<file path="src/verilog/cie_pkg.sv">
// constants and types for the instruction subset execution block
// assumes a single 10 MHz instruction clock shared with the core
`default_nettype none
package cie_pkg;
  localparam int CIE_DATA_W = 8;
  localparam int CIE_ADDR_W = 7;
  localparam int CIE_PC_W = 13;
  localparam int CIE_WDT_W = 8;
  localparam int CIE_PRE_W = 8;
  localparam logic [7:0] CIE_ACC_RST = 8'h00;
  localparam logic CIE_TO_RST = 1'b1;
  localparam logic CIE_PD_RST = 1'b1;
  localparam logic [7:0] CIE_WDT_CLR = 8'h00;
  localparam logic [7:0] CIE_PRE_CLR = 8'h00;
  localparam logic [7:0] CIE_ZERO = 8'h00;
  localparam int CIE_NIB = 4;
  localparam int CIE_EXIT_CYCLES = 2;
  // operation selector presented with each instruction
  typedef enum logic [2:0] {
    CIE_OP_NONE,
    CIE_OP_SUB_EXIT,
    CIE_OP_HALT,
    CIE_OP_LITERAL_MINUS_ACC,
    CIE_OP_LITERAL_XOR_ACC,
    CIE_OP_FILE_MINUS_ACC,
    CIE_OP_FILE_XOR_ACC,
    CIE_OP_NIBBLE_EXCHANGE
  } cie_op_t;
endpackage
`default_nettype wire
</file>
<file path="src/verilog/cie_alu.sv">
// combinational arithmetic and logic unit for the accumulator operations
// assumes operands are stable for the cycle the opcode is presented
`default_nettype none
module cie_alu
  import cie_pkg::*;
#(
  parameter int W = CIE_DATA_W
) (
  // operation and operands
  input wire cie_op_t op,
  input wire logic [W-1:0] acc,
  input wire logic [W-1:0] lit,
  input wire logic [W-1:0] file_val,
  // result and flags
  output logic [W-1:0] result,
  output logic carry,
  output logic nibble_carry,
  output logic zero,
  output logic upd_carry,
  output logic upd_zero
);
  ////////////////////////////////////////////////////////////////////////////
  // subtract by adding inverse plus one; carry out is then not-borrow
  function automatic logic [W:0] sub_full(input logic [W-1:0] a, input logic [W-1:0] b);
    sub_full = {1'b0, a} + {1'b0, ~b} + {{W{1'b0}}, 1'b1};
  endfunction

  function automatic logic [CIE_NIB:0] sub_low(input logic [W-1:0] a, input logic [W-1:0] b);
    sub_low = {1'b0, a[CIE_NIB-1:0]} + {1'b0, ~b[CIE_NIB-1:0]} + {{CIE_NIB{1'b0}}, 1'b1};
  endfunction

  logic [W:0] diff;
  logic [CIE_NIB:0] low;
  logic [W-1:0] minuend;

  always_comb begin
    minuend = (op == CIE_OP_LITERAL_MINUS_ACC) ? lit : file_val;
    diff = sub_full(minuend, acc);
    low = sub_low(minuend, acc);
    carry = diff[W];
    nibble_carry = low[CIE_NIB];
    upd_carry = 1'b0;
    upd_zero = 1'b0;
    case (op)
      CIE_OP_LITERAL_MINUS_ACC, CIE_OP_FILE_MINUS_ACC: begin
        result = diff[W-1:0];
        upd_carry = 1'b1;
        upd_zero = 1'b1;
      end
      CIE_OP_LITERAL_XOR_ACC: begin
        result = acc ^ lit;
        upd_zero = 1'b1;
      end
      CIE_OP_FILE_XOR_ACC: begin
        result = acc ^ file_val;
        upd_zero = 1'b1;
      end
      CIE_OP_NIBBLE_EXCHANGE: begin
        result = {file_val[CIE_NIB-1:0], file_val[W-1:CIE_NIB]};
      end
      default: begin
        result = acc;
      end
    endcase
    zero = (result == CIE_ZERO[W-1:0]);
  end
endmodule
`default_nettype wire

</file>
<file path="src/verilog/cie_core_exec.sv">
// execution of subroutine exit, halt and accumulator operations
// assumes the fetch logic holds off new instructions while busy is high
`default_nettype none
// Operation
// - subroutine exit pops the stack and loads the popped head into the pc, flags untouched.
// - subroutine exit takes two instruction cycles instead of one.
// - halt clears the powerdown flag and sets the timeout flag.
// - halt loads zero into the watchdog counter and clears its prescaler.
// - after halt the core enters the halted state with the oscillator stopped.
// - literal minus acc writes literal minus acc to acc and updates carry, digit carry, zero.
// - literal xor acc writes the xor to acc and updates only zero.
// - file minus acc computes file minus acc, updates three flags, dest bit picks target.
// - file xor acc computes the xor, updates only zero, dest bit picks target.
// - nibble exchange swaps file nibbles, changes no flags, dest bit picks target.
module cie_core_exec
  import cie_pkg::*;
#(
  parameter int W = CIE_DATA_W,
  parameter int AW = CIE_ADDR_W,
  parameter int PW = CIE_PC_W
) (
  // clock and reset
  input wire logic clk,
  input wire logic rst,
  // instruction issue
  input wire logic issue,
  input wire cie_op_t op,
  input wire logic [W-1:0] literal,
  input wire logic [AW-1:0] file_addr,
  input wire logic dest_file,
  output logic busy,
  // wake from halt
  input wire logic wake,
  // register file
  input wire logic [W-1:0] file_rdata,
  output logic [AW-1:0] file_waddr,
  output logic [W-1:0] file_wdata,
  output logic file_we,
  // return stack and program counter
  input wire logic [PW-1:0] stack_head,
  output logic stack_pop,
  output logic [PW-1:0] pc_load_val,
  output logic pc_load,
  // watchdog
  output logic watchdog_counter_clr,
  output logic watchdog_prescaler_clr,
  // status and state
  output logic [W-1:0] acc,
  output logic carry_flag,
  output logic nibble_borrow_flag,
  output logic zero_flag,
  output logic timeout_flag,
  output logic powerdown_flag,
  output logic halted,
  output logic osc_run
);
  ////////////////////////////////////////////////////////////////////////////
  typedef enum logic [1:0] {CIE_RUN, CIE_EXIT2, CIE_HALTED} cie_state_t;

  typedef struct packed {
    cie_state_t st;
    logic [W-1:0] acc;
    logic c;
    logic dc;
    logic z;
    logic to;
    logic pd;
    logic [AW-1:0] waddr;
    logic [W-1:0] wdata;
    logic we;
    logic pop;
    logic [PW-1:0] pcv;
    logic pcl;
    logic wclr;
  } cie_core_t;

  cie_core_t s_r, s_nxt;

  // reset image; timeout and powerdown read high, and a halt clears only powerdown
  localparam cie_core_t CORE_RST = '{
    st: CIE_RUN,
    acc: W'(CIE_ACC_RST),
    c: 1'b0,
    dc: 1'b0,
    z: 1'b0,
    to: CIE_TO_RST,
    pd: CIE_PD_RST,
    waddr: '0,
    wdata: '0,
    we: 1'b0,
    pop: 1'b0,
    pcv: '0,
    pcl: 1'b0,
    wclr: 1'b0
  };

  logic [W-1:0] alu_res;
  logic alu_c;
  logic alu_dc;
  logic alu_z;
  logic upd_c;
  logic upd_z;

  ////////////////////////////////////////////////////////////////////////////
  // literal forms carry no file operand, so they always land in acc
  function automatic logic to_file(input cie_op_t o, input logic d);
    to_file = d && (o inside {CIE_OP_FILE_MINUS_ACC, CIE_OP_FILE_XOR_ACC,
      CIE_OP_NIBBLE_EXCHANGE});
  endfunction

  // halted and the oscillator enable read the same decode
  function automatic logic is_halted(input cie_state_t st);
    is_halted = (st == CIE_HALTED);
  endfunction

  cie_alu #(.W(W)) u_alu (
    .op(op),
    .acc(s_r.acc),
    .lit(literal),
    .file_val(file_rdata),
    .result(alu_res),
    .carry(alu_c),
    .nibble_carry(alu_dc),
    .zero(alu_z),
    .upd_carry(upd_c),
    .upd_zero(upd_z)
  );

  ////////////////////////////////////////////////////////////////////////////
  always_comb begin
    s_nxt = s_r;
    // strobes last one cycle
    s_nxt.we = 1'b0;
    s_nxt.pop = 1'b0;
    s_nxt.pcl = 1'b0;
    s_nxt.wclr = 1'b0;
    case (s_r.st)
      CIE_RUN: begin
        if (issue) begin
          case (op)
            CIE_OP_SUB_EXIT: begin
              s_nxt.pop = 1'b1;
              s_nxt.pcv = stack_head;
              s_nxt.pcl = 1'b1;
              s_nxt.st = CIE_EXIT2;
            end
            CIE_OP_HALT: begin
              s_nxt.pd = 1'b0;
              s_nxt.to = 1'b1;
              s_nxt.wclr = 1'b1;
              s_nxt.st = CIE_HALTED;
            end
            CIE_OP_LITERAL_MINUS_ACC, CIE_OP_LITERAL_XOR_ACC, CIE_OP_FILE_MINUS_ACC,
            CIE_OP_FILE_XOR_ACC, CIE_OP_NIBBLE_EXCHANGE: begin
              // literal forms always target acc
              if (to_file(op, dest_file)) begin
                s_nxt.we = 1'b1;
                s_nxt.waddr = file_addr;
                s_nxt.wdata = alu_res;
              end else begin
                s_nxt.acc = alu_res;
              end
              if (upd_c) begin
                s_nxt.c = alu_c;
                s_nxt.dc = alu_dc;
              end
              if (upd_z) begin
                s_nxt.z = alu_z;
              end
            end
            default: begin
              s_nxt.st = CIE_RUN;
            end
          endcase
        end
      end
      CIE_EXIT2: begin
        // second cycle refills fetch from the new pc
        s_nxt.st = CIE_RUN;
      end
      CIE_HALTED: begin
        // flags left for the wake source to update
        if (wake) begin
          s_nxt.st = CIE_RUN;
        end
      end
      default: begin
        s_nxt.st = CIE_RUN;
      end
    endcase
  end

  always_ff @(posedge clk) begin
    if (rst) begin
      s_r <= CORE_RST;
    end else begin
      s_r <= s_nxt;
    end
  end

  ////////////////////////////////////////////////////////////////////////////
  assign busy = (s_r.st != CIE_RUN);
  assign file_waddr = s_r.waddr;
  assign file_wdata = s_r.wdata;
  assign file_we = s_r.we;
  assign stack_pop = s_r.pop;
  assign pc_load_val = s_r.pcv;
  assign pc_load = s_r.pcl;
  // one pulse clears both, so no stale prescale survives the halt
  assign watchdog_counter_clr = s_r.wclr;
  assign watchdog_prescaler_clr = s_r.wclr;
  assign acc = s_r.acc;
  assign carry_flag = s_r.c;
  assign nibble_borrow_flag = s_r.dc;
  assign zero_flag = s_r.z;
  assign timeout_flag = s_r.to;
  assign powerdown_flag = s_r.pd;
  assign halted = is_halted(s_r.st);
  assign osc_run = !is_halted(s_r.st);
endmodule
`default_nettype wire

</file>
<file path="config.mk">
export PLATFORM = sky130hd
export DESIGN_NAME = cie_core_exec
export DESIGN_NICKNAME = d
export VERILOG_FILES = /design/src/verilog/cie_pkg.sv /design/src/verilog/cie_alu.sv /design/src/verilog/cie_core_exec.sv
export SDC_FILE = /design/constraint.sdc
export NUM_CORES = 1
export LEC_CHECK = 0
export ABC_AREA = 1
export BUFFER_PORTS_ARGS = -buffer_cell sky130_fd_sc_hd__buf_4
export CAP_MARGIN = 20
export CORE_MARGIN = 5
export CORE_UTILIZATION = 52
export DETAILED_ROUTE_END_ITERATION = 10
export GPL_TIMING_DRIVEN = 0
export HOLD_SLACK_MARGIN = 0.1
export PLACE_DENSITY = 0.81
export RECOVER_POWER = 100
export SLEW_MARGIN = 20
export SYNTH_ARGS = -nofsm -noshare
export SYNTH_HDL_FRONTEND = slang
export SYNTH_HIERARCHICAL = 1
export SYNTH_SLANG_ARGS = --single-unit
</file>
<file path="constraint.sdc">
create_clock -name clk -period 3.01 [get_ports clk]
set_input_delay 0.1505 -clock clk [delete_from_list [all_inputs] [get_ports clk]]
set_output_delay 0.1505 -clock clk [all_outputs]
set_load 0.05 [all_outputs]
</file>
==> impl_metrics.csv, run 1 <==
group,metric,value,unit
pwr,p_sw_share,38.20,%
pwr,power_leakage,1.876,nW
cells_and_area,diodes,0,
setup_path,startpoint_type,"input port",
run,maxCapViolations,0,
global_route,grt_first_pass_wirelength,13170,um
setup_path,crit_type,"in -> reg",
floorplan,start_util,54.46,%
floorplan,die_w,86.40,um
setup_path,worstPathRequired,3.25,ns
drt,first_pass_iters,5,
timing,hold_slack,0.1009,ns
synthesis,syn_area_per_cell,6.298,sq um
floorplan,core_area,5574,sq um
drt,drc_errors,0,
cells_and_area,final_core_util,67.25,%
synthesis,synth.ff_latch_count,45,
synthesis,synthTopCellsByArea,"dfxtp_1 (30%), nand2_1 (13%), nor2_1 (12%)",
synthesis,synth_area,3035,sq um
hold_path,hp-class,"in -> reg",
synthesis,syn_nets,536,
setup_path,worst_ep_arrival_time,2.93,ns
synthesis,seq_area_frac_synth,29.68,%
timing,slew_viol_final,0,
timing,max_freq,372.3,MHz
synthesis,postSynthCellCount,482,
floorplan,dieArea,7465,sq um
timing,setup_viol,0,
synthesis,synth-edff-count,0,
pwr,comb_power_share,34.9,%
cts,cts.path.max_buffers,2,
pwr,clock_power_share,24.5,%
cells_and_area,fillCellCount,568,
cells_and_area,syn2layout_area_growth,23.50,%
pwr,seqPwrFrac,40.6,%
placed_design,place.detailed.hpwl,6610,um
pwr,internal_power,988.0,uW
timing,fin_crit_sh,89.25,%
cts,clk_latency,0.30,ns
run_status,run_status,"complete, no violations",
placed_design,portBuffers,91,
drt,drt_iter0_markers,175,
timing,setup_tns,0,ns
drt,wl_per_cell,12.69,um
pwr,ir_drop,0.2501,mV
floorplan,io_pins,93,
setup_path,crit_path_max_fanout,10,
synthesis,ys_warn_count,6,
floorplan,std_cell_rows,27,
timing,slew_headroom,56.50,%
synthesis,netlist.area_leader.share,29.68,%
synthesis,yosysTopAreaCell,"dfxtp_1",
cells_and_area,drive_gt1_share,18.43,%
drt,vias,3205,
cts,postCtsSetupRepairBufs,0,
global_route,grt_pass1_vias,2950,
global_route,grt_max_degree,17,
drt,drtAntennaViolNets,0,
placed_design,gp_congestion,0.9441,
global_route,grt_usage,21.52,%
global_route,grt_overflow,0,
timing,rsz0062_at_grt,"no",
setup_path,cp_slowest_cell,"fa_1",
setup_path,critical-path-top-delay-family,"simple AND/OR/NAND/NOR gates",
synthesis,synth-main-ff-cell,"dfxtp_1",
cts,cts_max_level,2,
cts,cts_tree,"done",
timing,worst_slew_pin_slew,0.6553,ns
cells_and_area,stdcell_area,3749,sq um
cts,cts_sinks,45,
cts,cts_made_buffers,5,
global_route,antenna_found_initial,0,
timing,fin_crit,2.686,ns
setup_path,path_cells,"buf_4, buf_4, inv_1, nand2_1, mux2i_1, ha_1, inv_1, fa_1, or2_2, nand3_1, nand4_1, nor2_1, nand2_1, nor2_1, inv_1, nand3_1, nand2_1, nor2_1",
setup_path,slowest_delay,0.39,ns
cells_and_area,regArea,900.9,sq um
drt,drt_wl_total,8348,um
setup_path,crit_buf_inv,5,
timing,finalHoldViolCount,0,
cts,clock-root-buffer,"clkbuf_8",
pwr,power_switching,610.8,uW
floorplan,die_h,86.40,um
cells_and_area,finalNetCount,639,
cells_and_area,multiInputGateArea,1546,sq um
drt,post_drt_via_cell_ratio,4.871,
synthesis,async_reset_ff_share,0,%
setup_path,end_kind,"flip-flop",
cts,path_clk_slew,0.10,ns
pwr,p_per_area,426.5,nW/um^2
timing,skew,0.01387,ns
cts,cts-resized-gates,0,
placed_design,placed_area,3809,sq um
synthesis,synth_cell_types,31,
## repair_timing
item | 4_1_cts | 5_1_grt
endpoints found under the hold margin | 9 | 0
setup endpoints to repair | 0 | 0
hold buffers | 5 | 0
## worst min-delay path, cell delays in order
cell and delay, ns:
buf_4 0.08, o21ai_0 0.07, nor2_1 0.08
## layout by cell type, fill, tap and decap left out, drive strengths merged, types with 2 or more instances in the layout
master / Yosys / layout
nand4: 5 / 5
dfxtp: 45 / 45
o21ai: 33 / 33
ha: 9 / 9
nand3b: 3 / 3
clkbuf: 5 / 61
nor3: 2 / 2
nand3: 48 / 48
nand2: 106 / 106
clkinv: 1 / 2
dlygate4sd3: 0 / 5
nor2: 103 / 103
inv: 60 / 61
buf: 44 / 84
mux2: 3 / 3
a21oi: 9 / 9
## kinds of logic (layout without fill, tap and decap cells)
group,Yosys count,in the layout,synth area share (%)
and+or+nand+nor,268,268,37.72
buffers and inverters,110,214,19.13
DFF,45,45,29.68
AOI/OAI and AO/OA,44,44,7.543
adders and majority gates,10,10,4.369
muxes,4,4,1.443
other,1,1,0.1235
## worst paths after layout
kind	cells past startpoint	slack, ns	start	to
hold reg to reg	2	0.46	powerdown_flag	powerdown_flag
setup / recovery	18	0.32	op[2]	zero_flag
hold / removal	3	0.10	stack_head[3]	pc_load_val[3]
setup reg to reg	13	0.68	acc[0]	zero_flag
## power by group through the flow
stage | Sequential, mW | Clock [mW] | Combinational, mW
after floorplan | 0.669 | 0 | 0.399
after global placement | 0.662 | 0 | 0.563
after detailed placement | 0.663 | 0 | 0.575
after CTS | 0.650 | 0.394 | 0.584
after global routing | 0.655 | 0.419 | 0.618
final | 0.650 | 0.392 | 0.557
## synthesized netlist by cell type (3+ instances only)
master,n
nand2_1,103
nor2_1,96
inv_1,55
nand3_1,47
dfxtp_1,45
buf_4,42
o21ai_0,30
a21oi_1,9
ha_1,9
inv_2,5
nand4_1,5
clkbuf_1,4
nor2_4,4
mux2_2,3
nand2_2,3
nand3b_1,3
nor2_2,3
## layout make-up
type,count,area share (%)
flip-flops and latches,45,24.03
well taps,72,2.403
repair buffers,96,14.65
inverters,61,6.108
clock buffers,5,1.836
clock inverters,3,0.6676
plain buffers,49,9.045
multi-input cells,327,41.25
## sequential cells by signal, summed over array words and instances, names as in the netlist, 2 cells and up
name         flops
file_waddr       7
file_wdata       8
acc              8
s_r              2
pc_load_val     13
## routing by layer
metal	up-vias	GRT usage, %	wire (um)
li1	1668	-	-
met2	104	38.39	3999
met4	0	5.949	79
met3	9	3.042	556
met1	1424	26.90	3712
met5	-	0	0
## stage by stage
stage	instances	worst slack [ns]	total power [mW]
2_1_floorplan	482	0.5720	1.068
3_3_place_gp	645	0.07366	1.224
3_5_place_dp	645	0.03427	1.239
4_1_cts	658	0.3393	1.627
5_1_grt	658	0.03210	1.691
6_report	658	0.3236	1.599
Note: power is estimated with default switching activity, not from simulation.
==> inputs of run 2 (changes only) <==
- CORE_MARGIN: 5 -> default
- PLACE_DENSITY: 0.81 -> 0.86
==> run 2 against run 1 <==
  * First-iteration DRC count grew 26%
  * Sequential power is essentially flat
  * Count of clock-buffer cells in the layout is the same
  * Sequential share of layout area is essentially flat
  * Core utilization shrank 0.11 points
  * Hold slack lost 0.0020 ns
  * Via count grew 1.6%
  * Highest routed layer unchanged
  * Global-route usage grew 5.4 points
  * Wire length shrank 3.6%
  * Largest cell class unchanged
  * Critical endpoint unchanged
==> impl_metrics.csv, run 2 (synthesized netlist as in run 1, its figures left out) <==
group,metric,value,unit
floorplan,die_h,78.40,um
hold_path,hp-class,"in -> reg",
floorplan,start_util,54.46,%
hold_path,whs_endpoint,"pc_load_val[7]",
cts,clk_latency,0.30,ns
floorplan,std_cell_rows,27,
hold_path,holdCritStartpoint,"stack_head[7]",
floorplan,dieArea,6147,sq um
drt,vias,3256,
timing,hold_slack,0.09891,ns
setup_path,crit_buf_inv,5,
placed_design,placed_area,3809,sq um
timing,slew_headroom,58.52,%
pwr,ir_drop,0.2996,mV
timing,setup_viol,0,
global_route,antenna_found_initial,0,
cells_and_area,final_cells,655,
setup_path,cp_slowest_cell,"fa_1",
hold_path,worst_hold_path.num_cells,3,
cells_and_area,final_cell_mix,"nand2_1 (105), nor2_1 (97), buf_4 (84), inv_1 (57), clkbuf_1 (55)",
setup_path,rrSetupSlack,0.64,ns
cts,cts-resized-gates,0,
drt,wl_per_cell,12.29,um
global_route,grt_pass1_vias,3023,
setup_path,rr_endpoint,"zero_flag",
floorplan,die_w,78.40,um
timing,rsz0062_at_grt,"no",
floorplan,io_pins,93,
timing,max_freq,366.5,MHz
cts,cts_tree,"done",
setup_path,crit_type,"in -> reg",
placed_design,dp.cells,645,
cts,clock-root-buffer,"clkbuf_8",
pwr,p_per_area,441.1,nW/um^2
global_route,grt_first_pass_wirelength,13200,um
global_route,grt_max_degree,14,
global_route,grt_overflow,0,
timing,fin_crit,2.728,ns
setup_path,worst_ep_arrival_time,2.97,ns
setup_path,slowest_delay,0.41,ns
timing,skew,0.002614,ns
pwr,power_leakage,1.880,nW
cells_and_area,syn2layout_area_growth,23.29,%
run,maxCapViolations,0,
timing,slew_viol_final,0,
global_route,grt_usage,26.93,%
drt,post_drt_via_cell_ratio,4.971,
setup_path,reg2reg_depth,13,
cells_and_area,stdcell_area,3742,sq um
cells_and_area,final_core_util,67.14,%
setup_path,end_kind,"flip-flop",
timing,finalHoldViolCount,0,
cells_and_area,largest_register_ffs,13,
setup_path,startpoint_type,"input port",
drt,drc_errors,0,
cts,cts.path.max_buffers,2,
setup_path,worstReg2RegStart,"acc[0]",
setup_path,path_cells,"buf_4, buf_4, inv_1, nand2_1, mux2i_1, ha_1, inv_1, fa_1, or2_2, nand3_1, nand4_1, nor2_1, nand2_1, nor2_1, inv_1, nand3_1, nand2_1, nor2_1",
timing,worst_slew_pin_slew,0.6248,ns
drt,drt_wl_total,8050,um
cts,cts_made_buffers,5,
timing,setup_tns,0,ns
cts,cts_sinks,45,
setup_path,crit_path_max_fanout,10,
placed_design,gp_congestion,0.9444,
placed_design,portBuffers,91,
cts,cts_max_level,2,
timing,fin_crit_sh,90.64,%
run_status,run_status,"complete, no violations",
floorplan,core_area,5574,sq um
placed_design,place.detailed.hpwl,6190,um
cells_and_area,final_common_cell,"nand2_1",
cells_and_area,finalNetCount,637,
setup_path,worstPathRequired,3.25,ns
drt,first_pass_iters,5,
cells_and_area,diodes,0,
drt,drtAntennaViolNets,0,
cells_and_area,drive_gt1_share,18.52,%
setup_path,critical-path-top-delay-family,"simple AND/OR/NAND/NOR gates",
cts,path_clk_slew,0.08,ns
drt,drt_iter0_markers,221,
-- run 2: cell types whose count changed in the layout (fill, tap and decap cells not counted) --
cell           previous run  this run
buf_4                    83        84
inv_6                     1         0
bufinv_16                 0         1
clkbuf_1                 56        55
dlygate4sd3_1             5         3
clkinv_4                  1         0
clkinv_2                  0         1
clkinvlp_4                1         0
-- run 2: final cells by class --
cell class              instances  area (sq um)
plain buffers                  49         342.8
clock inverters                 2         35.03
flip-flops and latches         45         900.9
inverters                      61         229.0
fillers                       530          1832
multi-input cells             327          1546
well taps                      72         90.09
repair buffers                 94         529.3
clock buffers                   5         68.82
-- run 2: repair_timing --
| action | CTS | global route |
|---|---|---|
| endpoints found under the hold margin | 6 | 1 |
| hold buffers | 2 | 1 |
| buffers inserted | 0 | 0 |
-- run 2: worst register-to-register path, delay by kind of cell (launching register included) --
kind                     cells  cell delay (ns)
buffers and inverters        2             0.11
flip-flops                   1             0.48
adder cells (fa/ha/maj)      2             0.61
AND/OR/NAND/NOR              9             1.11
-- run 2: layer usage --
metal,GRT usage (%),share of wire (%)
met5,0,0
met4,9.815,2.1
met3,3.837,6.2
met2,47.19,48
met1,33.33,43
-- run 2: metrics by stage --
stage	setup WS, ns	power [mW]
3_3_place_gp	0.08018	1.222
4_1_cts	0.2993	1.677
2_1_floorplan	0.5720	1.068
6_report	0.2817	1.651
5_1_grt	0.07718	1.748
3_5_place_dp	0.01030	1.238
-- run 2: how the worst max path moves through the flow --
stage | startpoint | end | cells after the start
6_report | op[2] | zero_flag | 18
5_1_grt | op[2] | zero_flag | 19
4_1_cts | op[2] | zero_flag | 18
3_5_place_dp | op[2] | zero_flag | 18
3_3_place_gp | op[2] | zero_flag | 18
2_1_floorplan | op[2] | zero_flag | 17
-- run 2: where the power goes --
part,internal [mW],switching (mW),total (mW)
clock network,0.241,0.202,0.444
logic,0.195,0.363,0.558
registers,0.625,0.0249,0.649
